===== config.mk =====
export PLATFORM = sky130hd
export DESIGN_NAME = psr_status_regs
export DESIGN_NICKNAME = d
export VERILOG_FILES = /design/src/rtl/psr_pkg.sv /design/src/rtl/psr_pin_sync.sv /design/src/rtl/psr_mdio_frame.sv /design/src/rtl/psr_status_regs.sv
export SDC_FILE = /design/constraint.sdc
export NUM_CORES = 1
export LEC_CHECK = 0
export BUFFER_PORTS_ARGS = -buffer_cell sky130_fd_sc_hd__buf_2
export CAP_MARGIN = 20
export CORE_MARGIN = 10
export CORE_UTILIZATION = 47
export CTS_BUF_LIST = sky130_fd_sc_hd__clkbuf_4 sky130_fd_sc_hd__clkbuf_8 sky130_fd_sc_hd__clkbuf_16
export CTS_CLUSTER_DIAMETER = 200
export DETAILED_ROUTE_END_ITERATION = 10
export HOLD_SLACK_MARGIN = 0.05
export MAX_ROUTING_LAYER = met4
export PLACE_DENSITY = 0.73
export SYNTH_ARGS = -nofsm -noshare
export SYNTH_HDL_FRONTEND = slang
export SYNTH_SLANG_ARGS = --single-unit

===== constraint.sdc =====
create_clock -name clock -period 7.4 [get_ports clock]
set_input_delay 1.85 -clock clock [delete_from_list [all_inputs] [get_ports clock]]
set_output_delay 1.85 -clock clock [all_outputs]
set_load 0.02 [all_outputs]

===== src/rtl/psr_pkg.sv =====
// Constants shared by the transceiver vendor register bank
// ----------------------------------------------------------------------------
// ----------------------------------------------------------------------------
package psr_pkg;
  // --------------------------------------------------------------------------
  // Register offsets
  // --------------------------------------------------------------------------
  localparam logic [4:0] REG_CFG2 = 5'h11;
  localparam logic [4:0] REG_STAT = 5'h12;
  localparam logic [4:0] REG_MASK = 5'h13;
  localparam logic [4:0] REG_FACT = 5'h14;
  // --------------------------------------------------------------------------
  // Fields and reset values
  // --------------------------------------------------------------------------
  localparam int CFG2_RW_W = 6;
  localparam int BIT_APOL_OFF = 5;
  localparam int BIT_GUARD_OFF = 4;
  localparam int BIT_MULTI_EN = 3;
  localparam int BIT_IRQ_LINE = 2;
  localparam logic [7:0] CFG2_HI_FIXED = 8'hff;
  localparam logic [1:0] CFG2_MID_FIXED = 2'h0;
  localparam logic [5:0] CFG2_RST = 6'h00;
  localparam logic [15:0] MASK_RST = 16'hffc0;
  localparam logic [15:0] FACT_RST = 16'h00a0;
  localparam int LATCH_N = 7;
  localparam int EVT_N = 9;
  localparam int MASK_SUM = 15;
  localparam int MASK_EVT_LO = 6;
  localparam logic SPD_RST = 1'b1;
  localparam logic DPX_RST = 1'b0;
  localparam logic [5:0] STAT_LO_FIXED = 6'h00;
  localparam logic [15:0] UNMAPPED_VAL = 16'h0000;
  // --------------------------------------------------------------------------
  // Management frame
  // --------------------------------------------------------------------------
  localparam logic [1:0] OP_RD = 2'b10;
  localparam logic [1:0] OP_WR = 2'b01;
  localparam logic [5:0] PRE_LEN = 6'd32;
  localparam logic [3:0] OP_LAST = 4'd1;
  localparam logic [3:0] ADDR_LAST = 4'd9;
  localparam logic [3:0] TA_LAST = 4'd1;
  localparam logic [3:0] DATA_LAST = 4'd15;
  // --------------------------------------------------------------------------
  // Timing
  // --------------------------------------------------------------------------
  localparam int CLK_PERIOD_NS = 40;
  localparam int IRQ_PULSE_NS = 200;
  localparam logic [3:0] IRQ_PULSE_CYC =
    4'((IRQ_PULSE_NS + CLK_PERIOD_NS - 1) / CLK_PERIOD_NS);
  typedef enum logic [2:0] {
    FR_IDLE = 3'b000,
    FR_START = 3'b001,
    FR_OPC = 3'b010,
    FR_ADDR = 3'b011,
    FR_TURN = 3'b100,
    FR_DATA = 3'b101
  } psr_frame_t;
endpackage


===== src/rtl/psr_pin_sync.sv =====
// Three flop pin synchroniser with agreement filter
`timescale 1ns/1ns
module psr_pin_sync #(
  parameter int W = 2,
  parameter logic [W-1:0] RST_LVL = '1
) (
  input wire logic clock,
  input wire logic rst,
  input wire logic [W-1:0] pinIn,
  output logic [W-1:0] pinLvl
);
  logic [W-1:0] s1_reg;
  logic [W-1:0] s2_reg;
  logic [W-1:0] s3_reg;

  always_ff @(posedge clock or posedge rst) begin
    if (rst) begin
      s1_reg <= RST_LVL;
      s2_reg <= RST_LVL;
      s3_reg <= RST_LVL;
    end else begin
      s1_reg <= pinIn;
      s2_reg <= s1_reg;
      s3_reg <= s2_reg;
    end
  end

  genvar i;
  generate
    for (i = 0; i < W; i = i + 1) begin : gBit
      always_ff @(posedge clock or posedge rst) begin
        if (rst) begin
          pinLvl[i] <= RST_LVL[i];
        end else if (s2_reg[i] == s3_reg[i]) begin
          pinLvl[i] <= s3_reg[i];
        end
      end
    end
  endgenerate
endmodule


===== src/rtl/psr_mdio_frame.sv =====
// Management frame engine and idle line interrupt pulse
`timescale 1ns/1ns
module psr_mdio_frame import psr_pkg::*; #(
  parameter logic [4:0] PHY_ADDR = 5'h00
) (
  input wire logic clock,
  input wire logic rst,
  input wire logic mdcLvl,
  input wire logic mdioLvl,
  input wire logic multiEn,
  input wire logic irqReq,
  input wire logic [15:0] rdData,
  output logic rdReq,
  output logic wrReq,
  output logic [4:0] regAddr,
  output logic [15:0] wrData,
  output logic mdioOut,
  output logic mdioOe
);
  psr_frame_t state_reg;
  logic mdcPrev_reg;
  logic [5:0] preCnt_reg;
  logic [3:0] bitCnt_reg;
  logic [11:0] hdr_reg;
  logic [15:0] dataSh_reg;
  logic ours_reg;
  logic rdOe_reg;
  logic rdBit_reg;
  logic irqPend_reg;
  logic [3:0] pulseCnt_reg;
  logic rise;
  logic pulseStart;

  assign rise = mdcLvl & ~mdcPrev_reg;
  assign pulseStart = irqPend_reg && (pulseCnt_reg == 4'h0) && (state_reg == FR_IDLE);

  // --------------------------------------------------------------------------
  // Frame sequencer
  // --------------------------------------------------------------------------
  always_ff @(posedge clock or posedge rst) begin
    if (rst) begin
      state_reg <= FR_IDLE;
      mdcPrev_reg <= 1'b1;
      preCnt_reg <= 6'h00;
      bitCnt_reg <= 4'h0;
      hdr_reg <= 12'h000;
      dataSh_reg <= 16'h0000;
      ours_reg <= 1'b0;
      rdOe_reg <= 1'b0;
      rdBit_reg <= 1'b1;
      rdReq <= 1'b0;
      wrReq <= 1'b0;
      regAddr <= 5'h00;
      wrData <= 16'h0000;
    end else begin
      mdcPrev_reg <= mdcLvl;
      rdReq <= 1'b0;
      wrReq <= 1'b0;
      if (rise) begin
        case (state_reg)
          FR_IDLE: begin
            if (mdioLvl) begin
              if (preCnt_reg != PRE_LEN) begin
                preCnt_reg <= preCnt_reg + 6'h01;
              end
            end else if (preCnt_reg == PRE_LEN || multiEn) begin
              state_reg <= FR_START;
            end else begin
              preCnt_reg <= 6'h00;
            end
          end
          FR_START: begin
            bitCnt_reg <= 4'h0;
            state_reg <= mdioLvl ? FR_OPC : FR_IDLE;
            preCnt_reg <= 6'h00;
          end
          FR_OPC, FR_ADDR: begin
            hdr_reg <= {hdr_reg[10:0], mdioLvl};
            bitCnt_reg <= bitCnt_reg + 4'h1;
            if (state_reg == FR_OPC && bitCnt_reg == OP_LAST) begin
              state_reg <= FR_ADDR;
              bitCnt_reg <= 4'h0;
            end
            if (state_reg == FR_ADDR && bitCnt_reg == ADDR_LAST) begin
              state_reg <= FR_TURN;
              bitCnt_reg <= 4'h0;
              regAddr <= {hdr_reg[3:0], mdioLvl};
              ours_reg <= (hdr_reg[8:4] == PHY_ADDR);
              rdReq <= (hdr_reg[8:4] == PHY_ADDR) && (hdr_reg[10:9] == OP_RD);
            end
          end
          FR_TURN: begin
            bitCnt_reg <= bitCnt_reg + 4'h1;
            if (ours_reg && hdr_reg[11:10] == OP_RD) begin
              rdOe_reg <= 1'b1;
              rdBit_reg <= (bitCnt_reg == TA_LAST) ? rdData[15] : 1'b0;
              dataSh_reg <= rdData;
            end
            if (bitCnt_reg == TA_LAST) begin
              state_reg <= FR_DATA;
              bitCnt_reg <= 4'h0;
            end
          end
          FR_DATA: begin
            bitCnt_reg <= bitCnt_reg + 4'h1;
            dataSh_reg <= {dataSh_reg[14:0], mdioLvl};
            rdBit_reg <= rdOe_reg ? dataSh_reg[14] : 1'b1;
            if (bitCnt_reg == DATA_LAST) begin
              state_reg <= FR_IDLE;
              rdOe_reg <= 1'b0;
              rdBit_reg <= 1'b1;
              wrData <= {dataSh_reg[14:0], mdioLvl};
              wrReq <= ours_reg && (hdr_reg[11:10] == OP_WR);
            end
          end
          default: begin
            state_reg <= FR_IDLE;
          end
        endcase
      end
    end
  end

  // --------------------------------------------------------------------------
  // Interrupt pulse on the idle line
  // --------------------------------------------------------------------------
  always_ff @(posedge clock or posedge rst) begin
    if (rst) begin
      irqPend_reg <= 1'b0;
      pulseCnt_reg <= 4'h0;
    end else begin
      irqPend_reg <= irqReq | (irqPend_reg & ~pulseStart);
      if (pulseStart) begin
        pulseCnt_reg <= IRQ_PULSE_CYC;
      end else if (pulseCnt_reg != 4'h0) begin
        pulseCnt_reg <= pulseCnt_reg - 4'h1;
      end
    end
  end

  always_ff @(posedge clock or posedge rst) begin
    if (rst) begin
      mdioOe <= 1'b0;
      mdioOut <= 1'b1;
    end else begin
      mdioOe <= rdOe_reg | (pulseCnt_reg != 4'h0);
      mdioOut <= (pulseCnt_reg != 4'h0) ? 1'b0 : rdBit_reg;
    end
  end
endmodule


===== src/rtl/psr_status_regs.sv =====
// Vendor configuration, latched status and mask registers behind the management port
`timescale 1ns/1ns
module psr_status_regs import psr_pkg::*; #(
  parameter logic [4:0] PHY_ADDR = 5'h00
) (
  input wire logic clock,
  input wire logic rst,
  input wire logic mdc,
  input wire logic mdioIn,
  output logic mdioOut,
  output logic mdioOe,
  input wire logic linkUp,
  input wire logic descrUnlocked,
  input wire logic badCodeGroup,
  input wire logic missingStartDelim,
  input wire logic missingEndDelim,
  input wire logic polarityReversed,
  input wire logic overlongTx,
  input wire logic speedIsFast,
  input wire logic fullDuplex,
  output logic autoPolarityOff,
  output logic longTxGuardOff,
  output logic multiRegisterAccessEn,
  output logic irqOnMgmtLine,
  output logic irqPending
);
  logic [1:0] pinLvl;
  logic rdReq;
  logic wrReq;
  logic [4:0] regAddr;
  logic [15:0] wrData;
  logic [15:0] rdData_reg;
  logic [5:0] cfg2_reg;
  logic [15:0] mask_reg;
  logic [15:0] fact_reg;
  logic [LATCH_N-1:0] latch_reg;
  logic [LATCH_N-1:0] latch_next;
  logic [LATCH_N-1:0] cond;
  logic spd_reg;
  logic dpx_reg;
  logic sum_reg;
  logic sum_next;
  logic irq_next;
  logic irqReq_reg;
  logic statRead;
  logic [EVT_N-1:0] chg;
  logic [EVT_N-1:0] unmasked;

  // --------------------------------------------------------------------------
  // Address decode
  // --------------------------------------------------------------------------
  function automatic logic hits(input logic [4:0] a, input logic [4:0] r);
    hits = (a == r);
  endfunction

  // --------------------------------------------------------------------------
  // Pins and frame engine
  // --------------------------------------------------------------------------
  psr_pin_sync #(.W(2), .RST_LVL(2'b11)) uSync (
    .clock(clock),
    .rst(rst),
    .pinIn({mdc, mdioIn}),
    .pinLvl(pinLvl)
  );

  psr_mdio_frame #(.PHY_ADDR(PHY_ADDR)) uFrame (
    .clock(clock),
    .rst(rst),
    .mdcLvl(pinLvl[1]),
    .mdioLvl(pinLvl[0]),
    .multiEn(cfg2_reg[BIT_MULTI_EN]),
    .irqReq(irqReq_reg),
    .rdData(rdData_reg),
    .rdReq(rdReq),
    .wrReq(wrReq),
    .regAddr(regAddr),
    .wrData(wrData),
    .mdioOut(mdioOut),
    .mdioOe(mdioOe)
  );

  // --------------------------------------------------------------------------
  // Writable registers
  // --------------------------------------------------------------------------
  always_ff @(posedge clock or posedge rst) begin
    if (rst) begin
      cfg2_reg <= CFG2_RST;
      mask_reg <= MASK_RST;
      fact_reg <= FACT_RST;
    end else if (wrReq) begin
      if (hits(regAddr, REG_CFG2)) begin
        cfg2_reg <= wrData[CFG2_RW_W-1:0];
      end
      if (hits(regAddr, REG_MASK)) begin
        mask_reg <= wrData;
      end
      if (hits(regAddr, REG_FACT)) begin
        fact_reg <= wrData;
      end
    end
  end

  always_ff @(posedge clock or posedge rst) begin
    if (rst) begin
      autoPolarityOff <= 1'b0;
      longTxGuardOff <= 1'b0;
      multiRegisterAccessEn <= 1'b0;
      irqOnMgmtLine <= 1'b0;
    end else begin
      autoPolarityOff <= cfg2_reg[BIT_APOL_OFF];
      longTxGuardOff <= cfg2_reg[BIT_GUARD_OFF];
      multiRegisterAccessEn <= cfg2_reg[BIT_MULTI_EN];
      irqOnMgmtLine <= cfg2_reg[BIT_IRQ_LINE];
    end
  end

  // --------------------------------------------------------------------------
  // Latched status and change tracking
  // --------------------------------------------------------------------------
  assign statRead = rdReq && hits(regAddr, REG_STAT);
  assign cond = {
    ~linkUp,
    descrUnlocked,
    badCodeGroup,
    missingStartDelim,
    missingEndDelim,
    polarityReversed,
    overlongTx
  };
  assign latch_next = (statRead ? {LATCH_N{1'b0}} : latch_reg) | cond;
  assign chg = {cond & ~latch_reg, spd_reg ^ speedIsFast, dpx_reg ^ fullDuplex};
  assign unmasked = chg & ~mask_reg[MASK_SUM-1:MASK_EVT_LO];
  assign sum_next = (statRead ? 1'b0 : sum_reg) | (|chg);
  assign irq_next = (statRead ? 1'b0 : irqPending) | ((|unmasked) & ~mask_reg[MASK_SUM]);

  always_ff @(posedge clock or posedge rst) begin
    if (rst) begin
      latch_reg <= {LATCH_N{1'b0}};
      spd_reg <= SPD_RST;
      dpx_reg <= DPX_RST;
      sum_reg <= 1'b0;
    end else begin
      latch_reg <= latch_next;
      spd_reg <= speedIsFast;
      dpx_reg <= fullDuplex;
      sum_reg <= sum_next;
    end
  end

  always_ff @(posedge clock or posedge rst) begin
    if (rst) begin
      irqPending <= 1'b0;
      irqReq_reg <= 1'b0;
    end else begin
      irqPending <= irq_next;
      irqReq_reg <= (|unmasked) & ~mask_reg[MASK_SUM] & cfg2_reg[BIT_IRQ_LINE];
    end
  end

  // --------------------------------------------------------------------------
  // Read snapshot, taken before the read clears the latches
  // --------------------------------------------------------------------------
  always_ff @(posedge clock or posedge rst) begin
    if (rst) begin
      rdData_reg <= UNMAPPED_VAL;
    end else if (rdReq) begin
      if (hits(regAddr, REG_CFG2)) begin
        rdData_reg <= {CFG2_HI_FIXED, CFG2_MID_FIXED, cfg2_reg};
      end else if (hits(regAddr, REG_STAT)) begin
        rdData_reg <= {sum_reg, latch_reg, spd_reg, dpx_reg, STAT_LO_FIXED};
      end else if (hits(regAddr, REG_MASK)) begin
        rdData_reg <= mask_reg;
      end else if (hits(regAddr, REG_FACT)) begin
        rdData_reg <= fact_reg;
      end else begin
        rdData_reg <= UNMAPPED_VAL;
      end
    end
  end
endmodule


After elaboration in Yosys (flattened, before gate mapping) --
Cells that the tools add are included.
Storage, ports and cells: output and inout port bits 7, bits of input ports 13, latch bits 0, word-level logic and storage cells 158, register bits 152, memories kept 0, ROM bits 0, bits in writable memories 0
Cells by class: multiply operators 0, divide/modulo/power cells 0, mux-type cells 42, shift-type cells 0, reduce and logical (&&, ||, !) cells 31, eq/ne operators 27, magnitude comparators 0, add/subtract/negate cells 3, bitwise gates (word level) 19
Operator list (number):
- $mux W16 | 4
- $pmux W15 S2 | 1
- $eq A5 B5 Y1 const B | 4
- $mux W4 | 5
- $mux W3 | 6
- $mux W6 | 3
- $reduce_or A9 Y1 | 2
- $pmux W4 S4 | 1
- $mux W1 | 15
- $mux W15 | 1
- $pmux W3 S5 | 1
- $pmux W6 S2 | 1
- $reduce_and A2 Y1 | 5
- $and A9 B9 Y9 | 1
- $not A9 Y9 | 1
- $reduce_and A3 Y1 | 3
- $eq A4 B4 Y1 const B | 2
- $logic_and A1 B1 Y1 | 8
- $reduce_and A4 Y1 | 2
- $reduce_bool A4 Y1 | 2
- $and A7 B7 Y7 | 1
- $mux W7 | 1
- $not A7 Y7 | 1
- $or A7 B7 Y7 | 1
- 29 further kinds | 50

Longest topological paths before layout --
depth after elaboration 6, gate-level depth with buffers 7, mapped depth without buffers 7

Hierarchy --
From an unflattened synthesis, not the netlist that was laid out.
Second synthesis, totals: cell total of the unflattened synthesis 555, area total of the unflattened synthesis 6725.2 um^2
Modules (own cells, without submodules):
- psr_mdio_frame | area each 3480.8 um^2, instances 1, seq. area each 1855.5 um^2, cells an instance 308
- psr_status_regs | area each 3007.9 um^2, instances 1, seq. area each 1767.9 um^2, cells an instance 236
- psr_pin_sync | area each 236.5 um^2, instances 1, seq. area each 210.2 um^2, cells an instance 11

Worst setup path before layout --
Ideal clock, no wire load.
path kind input to register, from input fullDuplex, to register irqReq_reg, stages on the path 5, library setup time 119 ps, path slack 4672 ps, arrival time 2609 ps, path through xnor2_1 -> o22ai_1 -> nor4_1 -> a21oi_1 -> and2_1
On the way: word-level cells in the longest chain between the ends 5
Ends and longest elaborated chain:
- from (decl) | RTL line psr_status_regs.sv:20 | input wire logic fullDuplex,
- $xor A1 B1 Y1 | RTL line psr_status_regs.sv:131 | assign chg = {cond & ~latch_reg, spd_reg ^ speedIsFast, dpx_reg ^ fullDuplex};
- $and A9 B9 Y9 | RTL line psr_status_regs.sv:132 | assign unmasked = chg & ~mask_reg[MASK_SUM-1:MASK_EVT_LO];
- $reduce_or A9 Y1 | RTL line psr_status_regs.sv:156 | irqReq_reg <= (|unmasked) & ~mask_reg[MASK_SUM] & cfg2_reg[BIT_IRQ_LINE];
- $and A1 B1 Y1 (2 in a row) | RTL line psr_status_regs.sv:156
- to (signal assigned) | RTL line psr_status_regs.sv:156
- to (decl) | RTL line psr_status_regs.sv:44 | logic irqReq_reg;
Every way passes these cells. A chain may end at the register's enable or synchronous reset.

==> run_results.csv <==
group,metric,value,unit
worst_setup_path,critPathBufInv,3,
drt,avgRoutedWirePerCell,17.3,um
flow_run,cap_viol_max_count,0,
drt,dr.first_iter.drc_count,246,
logic_synthesis,synth.most_common_cell,"dfrtp_1",
clock_tree,cts_buffers,17,
global_routing,first_global_vias,4386,
worst_setup_path,crit_path_max_incr_delay,0.82,ns
worst_setup_path,crit_slowest_cell,"buf_4",
sta,finalSetupTns,0,ns
clock_tree,insertion_delay,0.43,ns
logic_synthesis,yosys.area.top_type_share,48.9,%
die,die_w,138,um
sta,maxSlewViolCount,0,
drt,topRoutingLayerUsed,"met4",
worst_setup_path,cp_top_family,"buffers and inverters",
clock_tree,postCtsSetupBuffers,0,
worst_setup_path,crit_arrival,3.36,ns
die,io_pins,20,
placed_design,place_hpwl,8260,um
pwr,pwr-share-seq,49.1,%
sta,finalHoldViolCount,0,
logic_synthesis,ys_warn_count,0,
sta,period_minus_slack,2.93,ns
logic_synthesis,synth_cell_types,56,
drt,dr_wl_met3,502,um
drt,vias_per_cell,5.65,
pwr,power_density,266,nW/um^2
logic_synthesis,ys_top_cells_by_count,"dfrtp_1 (128), nand2_1 (70), mux2_2 (66)",
worst_setup_path,startpoint_type,"primary input",
drt,routed-wl-met2,6420,um
layout,area_growth,12.5,%
layout,nets,583,
sta,fin_hold_ws,0.355,ns
worst_setup_path,r2r_end,"uFrame.rdReq",
layout,diodes,0,
sta,fin_skew,0.0149,ns
drt,drtAntennaViolNets,0,
pwr,swShare,24.8,%
placed_design,place.gp.congestion,0.781,
global_routing,grt-ovfl-total,0,
die,dieArea,19100,sq um
worst_setup_path,crit_type,"primary input to asynchronous set/reset pin",
logic_synthesis,synthCells,545,
sta,fmax,0.341,GHz
outcome,status,"finished, final reports clean",
die,die_h,138,um
logic_synthesis,synth_area,6550,sq um
logic_synthesis,ys_seq_area_share,58.6,%
clock_tree,clk_pin_slew,0.05,ns
global_routing,antenna_found_initial,0,
clock_tree,cts_tree,"done",
clock_tree,cts_htree_levels,4,
logic_synthesis,synth-edff-count,0,
global_routing,grt_max_degree,79,
clock_tree,root_buffer,"clkbuf_16",
logic_synthesis,ys_async_sr_fraction,100,%
pwr,power.net_switching,0.000488,W
clock_tree,ctsResizeCount,0,
sta,worstMarginPinSlew,0.999,ns
die,rows,43,
sta,setup_viol,0,
worst_setup_path,setup.worst_path.end,"uFrame.dataSh_reg[14]",
clock_tree,cts_hold_buf,0,
logic_synthesis,ys_top_cells_by_area,"dfrtp_1 (49%), mux2_2 (11%), dfstp_2 (9.6%)",
sta,rsz0062_at_grt,"no",
logic_synthesis,synth.avg_cell_area,12.0,sq um
logic_synthesis,ys.flop_type,"dfrtp_1",
pwr,clock_power_share,41.9,%
worst_setup_path,r2r_start,"uFrame.state_reg[1]",
clock_tree,clock-sinks,152,
global_routing,grt_pass1_wl,21800,um
worst_setup_path,startpoint,"rst",
clock_tree,cts_buffer_depth,2,
hold_path,hp-class,"flip-flop to flip-flop",
pwr,combPwrFrac,9.0,%
pwr,p_int,0.00147,W
logic_synthesis,ys_ff_latch,152,
drt,wl,13100,um
worst_setup_path,reg2reg_setup_slack,4.95,ns
logic_synthesis,syn-num-nets,564,
worst_setup_path,path_cells,"buf_2 -> inv_6 -> buf_4",
worst_setup_path,cp_num_cells,3,
pwr,power_leakage,3.44,nW
sta,slew_headroom,33.2,%
drt,met1_length,5950,um
worst_setup_path,endpoint_kind,"asynchronous set/reset pin",
worst_setup_path,ff2ff_path_depth,5,
global_routing,grt_util_all_layers,14.3,%
placed_design,portBuffers,19,
layout,drive_gt1_share,27.2,%
drt,first_pass_iters,5,
worst_setup_path,required,7.83,ns
worst_setup_path,crit_fanout,78,
die,coreArea,13800,sq um
sta,fin_crit_sh,39.6,%
drt,dr_total_vias,4280,
drt,drc,0,
pwr,vdd_ir_drop_max,181,uV
die,start_util,47.5,%
logic_synthesis,yosys.area.top_type,"dfrtp_1",
[layout make-up]
class                           count  area [sq um]
Sequential cell                   152          3830
Tap cell                          180           225
Multi-Input combinational cell    356          2550
Clock inverter                      7          73.8
Fill cell                        1169          6400
Clock buffer                       25           492
Timing Repair Buffer               25           148
Inverter                           12          50.0
[metal layers]
metal	vias up	global-route usage [%]
met1	2204	16.9
met3	19	3.80
met4	0	5.88
met2	85	22.6
met5	-	-
li1	1972	-
[how the worst min path moves through the flow]
stage | startpoint | end | slack, ns | cells past startpoint
2_1_floorplan | uSync.s1_reg[0] | uSync.s2_reg[0] | 0.35 | 0
3_3_place_gp | uSync.s1_reg[1] | uSync.s2_reg[1] | 0.35 | 0
3_5_place_dp | uSync.s1_reg[1] | uSync.s2_reg[1] | 0.35 | 0
4_1_cts | uSync.s1_reg[1] | uSync.s2_reg[1] | 0.36 | 0
5_1_grt | uSync.s1_reg[1] | uSync.s2_reg[1] | 0.36 | 0
6_report | uSync.s1_reg[1] | uSync.s2_reg[1] | 0.35 | 0
[kinds of logic after synthesis]
logic type	count (synthesis)	share of synthesized area, %
compound gates	102	10.3
xor+xnor	4	0.535
fa+ha+maj	8	1.45
buf+inv	37	2.62
flops	152	58.6
mux	90	15.2
simple gates	152	11.3
[power groups by stage]
stage               combinational (W)  clock, W  sequential (W)
floorplan                    0.000167         0        0.000938
global placement             0.000168         0        0.000971
detailed placement           0.000178         0        0.000977
CTS                          0.000179  0.000834        0.000964
global route                 0.000199  0.000871        0.000974
finish                       0.000177  0.000822        0.000964
[cell usage in the layout (no fill, tap or decap), drive strengths merged, types with 3 or more instances in the layout]
cell        n
nand2b     10
a21o       11
mux2i      15
a31oi       3
inv        12
mux2       75
nor3b       3
dfrtp     128
xnor2       3
buf        25
a21oi      18
and2        4
clkbuf     25
a221oi      9
o21ai      36
a22o        3
clkinvlp    4
nor3        4
a41oi       6
o31ai       5
nand4       3
nand3       3
dfstp      24
ha          6
nor2       31
nor2b       7
nand2      71
and3        4
[per-stage QoR]
stage          utilization [%]  instance area [sq um]  worst slack, ns  power (W)  instances
5_1_grt                   53.5                   7370             4.18    0.00204        757
2_1_floorplan                -                   6550             1.50    0.00111        545
4_1_cts                   53.4                   7350             4.39    0.00198        756
3_5_place_dp              49.3                   6790             3.94    0.00115        724
6_report                  53.5                   7370             4.47    0.00196        757
3_3_place_gp              49.3                   6790             3.98    0.00114        724
(Power assumes the default switching activity.)
